[config.mk]
export PLATFORM = sky130hd
export DESIGN_NAME = tpf_tx_fifo
export DESIGN_NICKNAME = d
export VERILOG_FILES = /design/src/tpf_sync.v /design/src/tpf_tx_fifo.v
export VERILOG_INCLUDE_DIRS = /design/src
export SDC_FILE = /design/constraint.sdc
export NUM_CORES = 1
export LEC_CHECK = 0
export BUFFER_PORTS_ARGS = -buffer_cell sky130_fd_sc_hd__buf_2
export CORE_UTILIZATION = 40
export CTS_CLUSTER_DIAMETER = 150
export DETAILED_ROUTE_END_ITERATION = 10
export GPL_ROUTABILITY_DRIVEN = 0
export MAX_ROUTING_LAYER = met4
export SETUP_SLACK_MARGIN = 0.1
export SYNTH_ARGS = -nofsm -noshare
export SYNTH_HDL_FRONTEND = slang
export SYNTH_SLANG_ARGS = --single-unit
[constraint.sdc]
create_clock -name i_clk -period 3.5 [get_ports i_clk]
set_clock_uncertainty 0.1 [all_clocks]
set_input_delay 0.875 -clock i_clk [delete_from_list [all_inputs] [get_ports i_clk]]
set_output_delay 0.875 -clock i_clk [all_outputs]
set_load 0.01 [all_outputs]
[src/tpf_defines.vh]
`ifndef TPF_DEFINES_VH
`define TPF_DEFINES_VH

// Register byte addresses
`define TPF_ADDR_TX_ENABLE_A   8'h0A
`define TPF_ADDR_TX_ENABLE_B   8'h10
`define TPF_ADDR_LEN_HIGH      8'h11
`define TPF_ADDR_LEN_LOW       8'h12
`define TPF_ADDR_FIFO_PORT     8'h13
`define TPF_ADDR_DONE_COUNT_HI 8'h14
`define TPF_ADDR_COUNT_LOW     8'h15
`define TPF_ADDR_FIFO_STATUS   8'h16
`define TPF_ADDR_SOFT_RESET    8'h17

// Field positions
`define TPF_BIT_TX_ENABLE      2
`define TPF_BIT_LEN_MODE       7
`define TPF_BIT_SOFT_RESET     0

// Reset values
`define TPF_RST_LEN_HIGH       8'h00
`define TPF_RST_LEN_LOW        8'hFF
`define TPF_RST_FIFO_PORT      8'h00

// FIFO geometry
`define TPF_FIFO_DEPTH         3'h7
`define TPF_FIFO_LAST          3'h6

// Serial target address, arbitrary value
`define TPF_TARGET_ADDR        7'h2A

// Serial engine states
`define TPF_ST_IDLE            3'h0
`define TPF_ST_DEV             3'h1
`define TPF_ST_REG             3'h2
`define TPF_ST_WR              3'h3
`define TPF_ST_ACK             3'h4
`define TPF_ST_RD              3'h5
`define TPF_ST_MACK            3'h6

`endif

[src/tpf_sync.v]
`timescale 1ns/1ps
module tpf_sync
(
   input  wire i_clk,   // Core clock
   input  wire i_rst,   // Sync reset, high
   input  wire i_async, // Signal from outside the domain
   output reg  o_sync   // Synchronised level
);
   reg meta;

   always @(posedge i_clk)
   begin
      if (i_rst)
      begin
         meta   <= 1'b1;
         o_sync <= 1'b1;
      end
      else
      begin
         meta   <= i_async;
         o_sync <= meta;
      end
   end
endmodule // tpf_sync

[src/tpf_tx_fifo.v]
`timescale 1ns/1ps
`include "tpf_defines.vh"
// What this block does
// [RULE1] Mode clear: underflow ends the packet
// [RULE2] Host pads long underflow-ended packets to bytes
// [RULE3] Mode set: end after programmed bits or underflow
// [RULE4] FIFO port writes push; address never advances
// [RULE5] Read-only done flag set at packet end
// [RULE6] Read-only 15-bit sent count, split registers
// [RULE7] Read-only 3-bit FIFO fill count
// [RULE8] Each FIFO location holds one byte
// [RULE9] Soft reset bit holds logic until cleared
// [RULE10] Transmit starts only while enable bit set
// [RULE11] Underflow, overflow flags; empty after reset
// [RULE12] Seven-byte FIFO, full when all occupied
module tpf_tx_fifo
(
   input  wire i_clk,       // 20 MHz core clock
   input  wire i_rst,       // Sync reset, high
   input  wire i_scl,       // Serial clock pin
   input  wire i_sda,       // Serial data pin level
   output reg  o_sda_out,   // Serial data drive value
   output reg  o_sda_oe,    // Serial data drive enable
   input  wire i_bit_req,   // Modulator wants next bit
   output reg  o_tx_bit,    // Bit to modulate
   output reg  o_bit_valid, // One-cycle bit strobe
   output reg  o_tx_active  // Packet in progress
);
   wire       scl_s;
   wire       sda_s;
   reg        scl_q;
   reg        sda_q;
   reg  [2:0] state;
   reg  [2:0] after_ack;
   reg  [3:0] bitcnt;
   reg  [7:0] sr;
   reg  [7:0] ptr;
   reg        wr_stb;
   reg  [7:0] wr_addr;
   reg  [7:0] wr_data;
   reg        soft_rst;
   reg  [7:0] len_high;
   reg  [7:0] len_low;
   reg  [7:0] port_last;
   reg        tx_enable;
   reg  [7:0] fifo_mem [0:6];
   reg  [2:0] wptr;
   reg  [2:0] rptr;
   reg  [2:0] count;
   reg        underrun;
   reg        overrun;
   reg        done;
   reg [14:0] sent;
   reg  [7:0] shreg;
   reg  [2:0] bits_left;
   reg  [7:0] rd_data;
   wire       core_rst;
   wire       scl_rise;
   wire       scl_fall;
   wire       start_cond;
   wire       stop_cond;
   wire       empty;
   wire       full;
   wire       push;
   wire       pop;
   wire       need_byte;
   wire       len_mode;
   wire [14:0] pkt_len;
   wire [14:0] sent_next;

   tpf_sync u_sync_scl
   (
      .i_clk   (i_clk),
      .i_rst   (i_rst),
      .i_async (i_scl),
      .o_sync  (scl_s)
   );

   tpf_sync u_sync_sda
   (
      .i_clk   (i_clk),
      .i_rst   (i_rst),
      .i_async (i_sda),
      .o_sync  (sda_s)
   );

   assign core_rst   = i_rst | soft_rst;                            // [RULE9]
   assign scl_rise   = scl_s & ~scl_q;
   assign scl_fall   = ~scl_s & scl_q;
   assign start_cond = scl_s & scl_q & sda_q & ~sda_s;
   assign stop_cond  = scl_s & scl_q & ~sda_q & sda_s;
   assign empty      = (count == 3'h0);
   assign full       = (count == `TPF_FIFO_DEPTH);                  // [RULE12]
   assign len_mode   = len_high[`TPF_BIT_LEN_MODE];
   assign pkt_len    = {len_high[6:0], len_low};
   assign sent_next  = sent + 15'h0001;
   assign push       = wr_stb && (wr_addr == `TPF_ADDR_FIFO_PORT) && !full; // [RULE4]
   assign need_byte  = (bits_left == 3'h0);
   assign pop        = o_tx_active && i_bit_req && need_byte && !empty &&
                       !(len_mode && (pkt_len == 15'h0000));

   always @*
   begin
      case (ptr)
         `TPF_ADDR_TX_ENABLE_A:   rd_data = {5'h00, tx_enable, 2'h0};
         `TPF_ADDR_TX_ENABLE_B:   rd_data = {5'h00, tx_enable, 2'h0};
         `TPF_ADDR_LEN_HIGH:      rd_data = len_high;
         `TPF_ADDR_LEN_LOW:       rd_data = len_low;
         `TPF_ADDR_FIFO_PORT:     rd_data = port_last;
         `TPF_ADDR_DONE_COUNT_HI: rd_data = {done, sent[14:8]};          // [RULE5] [RULE6]
         `TPF_ADDR_COUNT_LOW:     rd_data = sent[7:0];                   // [RULE6]
         `TPF_ADDR_FIFO_STATUS:   rd_data = {underrun, overrun, empty, full, 1'b0, count}; // [RULE7]
         `TPF_ADDR_SOFT_RESET:    rd_data = {7'h00, soft_rst};
         default:                 rd_data = 8'h00;
      endcase
   end

   // Serial target; survives soft reset so the bit can be cleared again
   always @(posedge i_clk)
   begin
      if (i_rst)
      begin
         scl_q     <= 1'b1;
         sda_q     <= 1'b1;
         state     <= `TPF_ST_IDLE;
         after_ack <= `TPF_ST_IDLE;
         bitcnt    <= 4'h0;
         sr        <= 8'h00;
         ptr       <= 8'h00;
         wr_stb    <= 1'b0;
         wr_addr   <= 8'h00;
         wr_data   <= 8'h00;
         o_sda_out <= 1'b0;
         o_sda_oe  <= 1'b0;
      end
      else
      begin
         scl_q     <= scl_s;
         sda_q     <= sda_s;
         wr_stb    <= 1'b0;
         o_sda_out <= 1'b0;
         if (start_cond)
         begin
            state    <= `TPF_ST_DEV;
            bitcnt   <= 4'h0;
            o_sda_oe <= 1'b0;
         end
         else if (stop_cond)
         begin
            state    <= `TPF_ST_IDLE;
            o_sda_oe <= 1'b0;
         end
         else
         begin
            case (state)
               `TPF_ST_DEV, `TPF_ST_REG, `TPF_ST_WR:
               begin
                  if (scl_rise)
                  begin
                     sr     <= {sr[6:0], sda_s};
                     bitcnt <= bitcnt + 4'h1;
                  end
                  else if (scl_fall && (bitcnt == 4'h8))
                  begin
                     bitcnt <= 4'h0;
                     if (state == `TPF_ST_DEV)
                     begin
                        if (sr[7:1] == `TPF_TARGET_ADDR)
                        begin
                           o_sda_oe  <= 1'b1;
                           state     <= `TPF_ST_ACK;
                           after_ack <= sr[0] ? `TPF_ST_RD : `TPF_ST_REG;
                        end
                        else
                           state <= `TPF_ST_IDLE;
                     end
                     else if (state == `TPF_ST_REG)
                     begin
                        ptr       <= sr;
                        o_sda_oe  <= 1'b1;
                        state     <= `TPF_ST_ACK;
                        after_ack <= `TPF_ST_WR;
                     end
                     else
                     begin
                        wr_stb    <= 1'b1;
                        wr_addr   <= ptr;
                        wr_data   <= sr;
                        if (ptr != `TPF_ADDR_FIFO_PORT)                 // [RULE4]
                           ptr <= ptr + 8'h01;
                        o_sda_oe  <= 1'b1;
                        state     <= `TPF_ST_ACK;
                        after_ack <= `TPF_ST_WR;
                     end
                  end
               end
               `TPF_ST_ACK:
               begin
                  if (scl_fall)
                  begin
                     bitcnt <= 4'h0;
                     state  <= after_ack;
                     if (after_ack == `TPF_ST_RD)
                     begin
                        sr       <= rd_data;
                        o_sda_oe <= ~rd_data[7];
                        if (ptr != `TPF_ADDR_FIFO_PORT)
                           ptr <= ptr + 8'h01;
                     end
                     else
                        o_sda_oe <= 1'b0;
                  end
               end
               `TPF_ST_RD:
               begin
                  if (scl_fall)
                  begin
                     if (bitcnt == 4'h7)
                     begin
                        o_sda_oe <= 1'b0;
                        state    <= `TPF_ST_MACK;
                     end
                     else
                     begin
                        sr       <= {sr[6:0], 1'b0};
                        o_sda_oe <= ~sr[6];
                        bitcnt   <= bitcnt + 4'h1;
                     end
                  end
               end
               `TPF_ST_MACK:
               begin
                  if (scl_rise)
                  begin
                     after_ack <= `TPF_ST_RD;
                     state     <= sda_s ? `TPF_ST_IDLE : `TPF_ST_ACK;
                  end
               end
               default:
                  state <= `TPF_ST_IDLE;
            endcase
         end
      end
   end

   always @(posedge i_clk)
   begin
      if (i_rst)
         soft_rst <= 1'b0;
      else if (wr_stb && (wr_addr == `TPF_ADDR_SOFT_RESET))
         soft_rst <= wr_data[`TPF_BIT_SOFT_RESET];                      // [RULE9]
   end

   // Configuration; writes are dropped while soft reset holds
   always @(posedge i_clk)
   begin
      if (core_rst)
      begin
         len_high  <= `TPF_RST_LEN_HIGH;
         len_low   <= `TPF_RST_LEN_LOW;
         port_last <= `TPF_RST_FIFO_PORT;
         tx_enable <= 1'b0;
      end
      else if (wr_stb)
      begin
         case (wr_addr)
            `TPF_ADDR_LEN_HIGH:    len_high  <= wr_data;
            `TPF_ADDR_LEN_LOW:     len_low   <= wr_data;
            `TPF_ADDR_FIFO_PORT:   port_last <= wr_data;
            `TPF_ADDR_TX_ENABLE_A: tx_enable <= wr_data[`TPF_BIT_TX_ENABLE]; // [RULE10]
            `TPF_ADDR_TX_ENABLE_B: tx_enable <= wr_data[`TPF_BIT_TX_ENABLE]; // [RULE10]
            default:               tx_enable <= tx_enable;
         endcase
      end
   end

   // Byte-wide FIFO storage
   always @(posedge i_clk)
   begin
      if (push)
         fifo_mem[wptr] <= wr_data;                                     // [RULE8]
   end

   always @(posedge i_clk)
   begin
      if (core_rst)
      begin
         wptr     <= 3'h0;
         rptr     <= 3'h0;
         count    <= 3'h0;                                              // [RULE11]
         overrun  <= 1'b0;
      end
      else
      begin
         if (push)
            wptr <= (wptr == `TPF_FIFO_LAST) ? 3'h0 : wptr + 3'h1;
         if (pop)
            rptr <= (rptr == `TPF_FIFO_LAST) ? 3'h0 : rptr + 3'h1;
         if (push && !pop)
            count <= count + 3'h1;                                      // [RULE7]
         else if (pop && !push)
            count <= count - 3'h1;
         if (wr_stb && (wr_addr == `TPF_ADDR_FIFO_PORT) && full)
            overrun <= 1'b1;                                            // [RULE11]
      end
   end

   // Bit serialiser, MSB first
   always @(posedge i_clk)
   begin
      if (core_rst)
      begin
         o_tx_active <= 1'b0;
         o_tx_bit    <= 1'b0;
         o_bit_valid <= 1'b0;
         underrun    <= 1'b0;
         done        <= 1'b0;
         sent        <= 15'h0000;
         shreg       <= 8'h00;
         bits_left   <= 3'h0;
      end
      else
      begin
         o_bit_valid <= 1'b0;
         if (!o_tx_active)
         begin
            if (tx_enable && !empty)                                    // [RULE10]
            begin
               o_tx_active <= 1'b1;
               done        <= 1'b0;
               sent        <= 15'h0000;
               bits_left   <= 3'h0;
            end
         end
         else if (i_bit_req)
         begin
            if (len_mode && (pkt_len == 15'h0000))
            begin
               o_tx_active <= 1'b0;                                     // [RULE3]
               done        <= 1'b1;
            end
            else if (need_byte && empty)
            begin
               underrun    <= 1'b1;                                     // [RULE11]
               o_tx_active <= 1'b0;                                     // [RULE1] [RULE3]
               done        <= 1'b1;                                     // [RULE5]
            end
            else
            begin
               o_bit_valid <= 1'b1;
               sent        <= sent_next;                                // [RULE6]
               if (need_byte)
               begin
                  o_tx_bit  <= fifo_mem[rptr][7];
                  shreg     <= {fifo_mem[rptr][6:0], 1'b0};
                  bits_left <= 3'h7;
               end
               else
               begin
                  o_tx_bit  <= shreg[7];
                  shreg     <= {shreg[6:0], 1'b0};
                  bits_left <= bits_left - 3'h1;
               end
               if (len_mode && (sent_next == pkt_len))
               begin
                  o_tx_active <= 1'b0;                                  // [RULE3]
                  done        <= 1'b1;                                  // [RULE5]
               end
            end
         end
      end
   end
endmodule // tpf_tx_fifo

==> qor.csv <==
stage;metric;value;unit
floorplanning;Die Footprint;21900;µm²
final_layout;share of cells above drive strength 1;11.0;%
final_layout;diode count;0;
global_routing;Global Route Usage Sum;20.2;%
final_layout;P&R area growth vs syn;10.7;%
critical_path;CP Data Arrival Time;3.45;ns
synth;post-synthesis cell type count;82;
floorplanning;Die W;148;µm
synth;Avg Cell Area, Syn;9.56;µm²
synth;asr flop ratio synth;0;%
critical_path;WP data required;3.77;ns
final_layout;Final Instance Area;9440;µm²
final_layout;nets;897;
clock_network;CTS tree;built;
timing;relative slew slack;45.6;%
final_layout;Non-Filler Instances;1169;
timing;final hold vios;0;
critical_path;R2R setup slack;0.32;ns
placement;DP Cell Count;1137;
route;DR vias;6701;
route;drt wl/cell;17.7;µm
timing;RSZ-0062 raised after global routing;false;
floorplanning;die height;148;µm
synth;Syn Inst Count;892;
critical_path;Crit. End Element;flop;
pwr;P per Cell Area;436;nW/µm²
synth;EDFF count, synth;56;
floorplanning;Starting Density;40.7;%
worst_hold_path;hold crit path type;flop to flop;
clock_network;CTS clk-pin slew, worst paths;0.07;ns
placement;HPWL Detailed;14.1;mm
critical_path;Startpoint Class;flop;
synth;Mapped Area;8520;µm²
global_routing;GRT overflow;0;
status;outcome;completed;
timing;max-slew violation count;0;
critical_path;R2R depth;10;
synth;sequential cell area fraction in the yosys report;47.7;%
route;drt first pass iters;7;
critical_path;CP max FO;10;
timing;max frequency;315;MHz
synth;synth warn;0;
placement;Placed Area;8830;µm²
synth;syn_nets;908;
clock_network;Max Buffers Root-to-Sink;2;
timing;Least-Margin Pin Slew;0.816;ns
timing;Final TNS setup;0;ns
timing;Tcrit/Tclk final;90.8;%
timing;setup violators final;0;
clock_network;clk sinks;175;
timing;fin crit period;3.18;ns
placement;IO Port Bufs;8;
clock_network;H-tree depth;4;
global_routing;first-pass GRT wire length;33.5;mm
critical_path;worst setup path start;wr_addr[7];
floorplanning;Core Area;21000;µm²
clock_network;Clock Tree Root;clkbuf_16;
pwr;worst ir drop on vdd;0.000347;V
synth;Synth Register Bits;175;
critical_path;worst reg2reg endpoint;count[2];
route;vias per std cell;5.73;
global_routing;pin count of the biggest net entering global routing;49;
global_routing;antenna violations before repair;0;
clock_network;CTS Buf Count;17;
floorplanning;# IOs;10;
critical_path;crit path to;count[2];
route;Iter 0 DRT Violations;457;
floorplanning;num rows;53;
route;antenna viol nets, final;0;
global_routing;vias in the first global route;6251;
synth;Primary FF master, synth;dfxtp_1;
route;Routed WL;20.7;mm
critical_path;critical path class;flop to flop;
run;max-capacitance violation count;0;
critical_path;Reg-to-Reg Start;wr_addr[7];
route;Post-route DRC;0;
pwr;leakage;0.00328;µW
clock_network;Skew-Pair Late Insertion Delay;0.44;ns
==> state kept, by name, indices dropped and copies added, names as in the netlist, 3 cells and up, named ones only <==
signal	count
len_low	8
bits_left	3
sr	8
rptr	3
fifo_mem	56
shreg	7
len_high	8
wr_data	8
port_last	8
wr_addr	8
sent	15
wptr	3
count	3
state	3
after_ack	3
bitcnt	4
ptr	8
==> where the power goes <==
part | internal (µW) | total (µW) | switching [µW]
logic | 26.5 | 80.8 | 54.3
registers | 2080 | 2090 | 6.98
clock network | 1080 | 1940 | 862
==> kinds of logic (layout without fill, tap and decap cells) <==
family          Yosys count  after routing  share of synthesized area, %
simple gates            323            323                          19.2
compound gates          220            220                          17.0
flops                   175            175                          47.7
buf+inv                  82             84                          3.96
mux                      60             60                          8.22
xor+xnor                 20             20                          2.23
fa+ha+maj                11             11                          1.70
other cells               1              1                        0.0440
==> synth_stat cells (all sizes together) (9+ instances only) <==
master  instances  share of area [%]
a211oi         23                2.0
a21oi          75                4.4
a222oi         11                1.3
a22oi           9               0.79
and2            9               0.66
buf            11               0.78
clkbuf         51                2.2
dfxtp         119                 28
edfxtp         56                 20
ha             10                1.5
inv            18               0.79
mux2i          52                6.1
nand2          67                3.0
nand3          15               0.88
nand3b         11               0.97
nor2          113                5.0
nor2b          13               0.95
nor3           13               0.82
nor3b          10               0.94
nor4           10               0.88
o21ai          39                2.3
or2             9               0.66
or3            14                1.0
xor2           11                1.1
==> critical path: stages (launching register included) <==
cell and delay, ns:
dfxtp_1 0.32, or4b_4 0.57, or4_4 0.51, or2_4 0.33, clkinv_4 0.07, ha_1 0.17
inv_1 0.06, fa_1 0.37, xor2_1 0.17, or3_1 0.30, a21oi_1 0.14
==> through the flow <==
step	hold WS, ns	total power (µW)	setup slack, ns	utilization, %
finish	0.310	4120	0.321	45.1
global route	0.325	4250	0.196	45.1
CTS	0.313	4150	0.240	45.0
detailed placement	0.297	2220	0.261	42.2
global placement	0.298	2220	0.299	42.2
floorplan	0.289	2200	0.361	-
==> final cells by class <==
type,count,area [µm²]
Inverter,20,80.1
Timing Repair Buffer,32,220
Clock inverter,14,174
Fill cell,2056,11500
Clock buffer,18,429
Sequential cell,175,4060
Tap cell,275,344
Multi-Input combinational cell,635,4130
==> worst min-delay path by stage <==
stage          cells after the start       startpoint  slack (ns)           endpoint
2_1_floorplan                      1  u_sync_scl.meta        0.29  u_sync_scl.o_sync
3_5_place_dp                       1  u_sync_sda.meta        0.30  u_sync_sda.o_sync
4_1_cts                            1  u_sync_sda.meta        0.31  u_sync_sda.o_sync
6_report                           1  u_sync_sda.meta        0.31  u_sync_sda.o_sync
5_1_grt                            1  u_sync_sda.meta        0.33  u_sync_sda.o_sync
3_3_place_gp                       1  u_sync_sda.meta        0.30  u_sync_sda.o_sync
==> cell usage in the layout (no fill, tap or decap), drive strengths merged, types with 11 or more instances in the layout <==
master | synthesis | routed
edfxtp | 56 | 56
dfxtp | 119 | 119
inv | 18 | 25
buf | 11 | 32
nor3 | 13 | 13
xor2 | 11 | 11
o21ai | 39 | 39
nand3 | 15 | 15
a222oi | 11 | 11
clkbuf | 51 | 18
a21oi | 75 | 75
a211oi | 23 | 23
nand2 | 67 | 67
nor2b | 13 | 13
mux2i | 52 | 52
or3 | 14 | 14
nor2 | 113 | 113
nand3b | 11 | 11
==> metal layers <==
layer | routed length (µm) | up-vias | track usage [%]
met5 | 0 | - | -
met1 | 9650 | 3255 | 26.5
met4 | 138 | 0 | 5.00
met3 | 1130 | 9 | 4.20
li1 | - | 3258 | -
met2 | 9760 | 179 | 31.6
==> what timing repair did <==
action	4_1_cts	5_1_grt
resized for setup	0	1
buffers inserted	0	0
hold buffers	0	0
setup endpoints to repair	0	1
No activity file was read; power rests on OpenSTA's default activity.
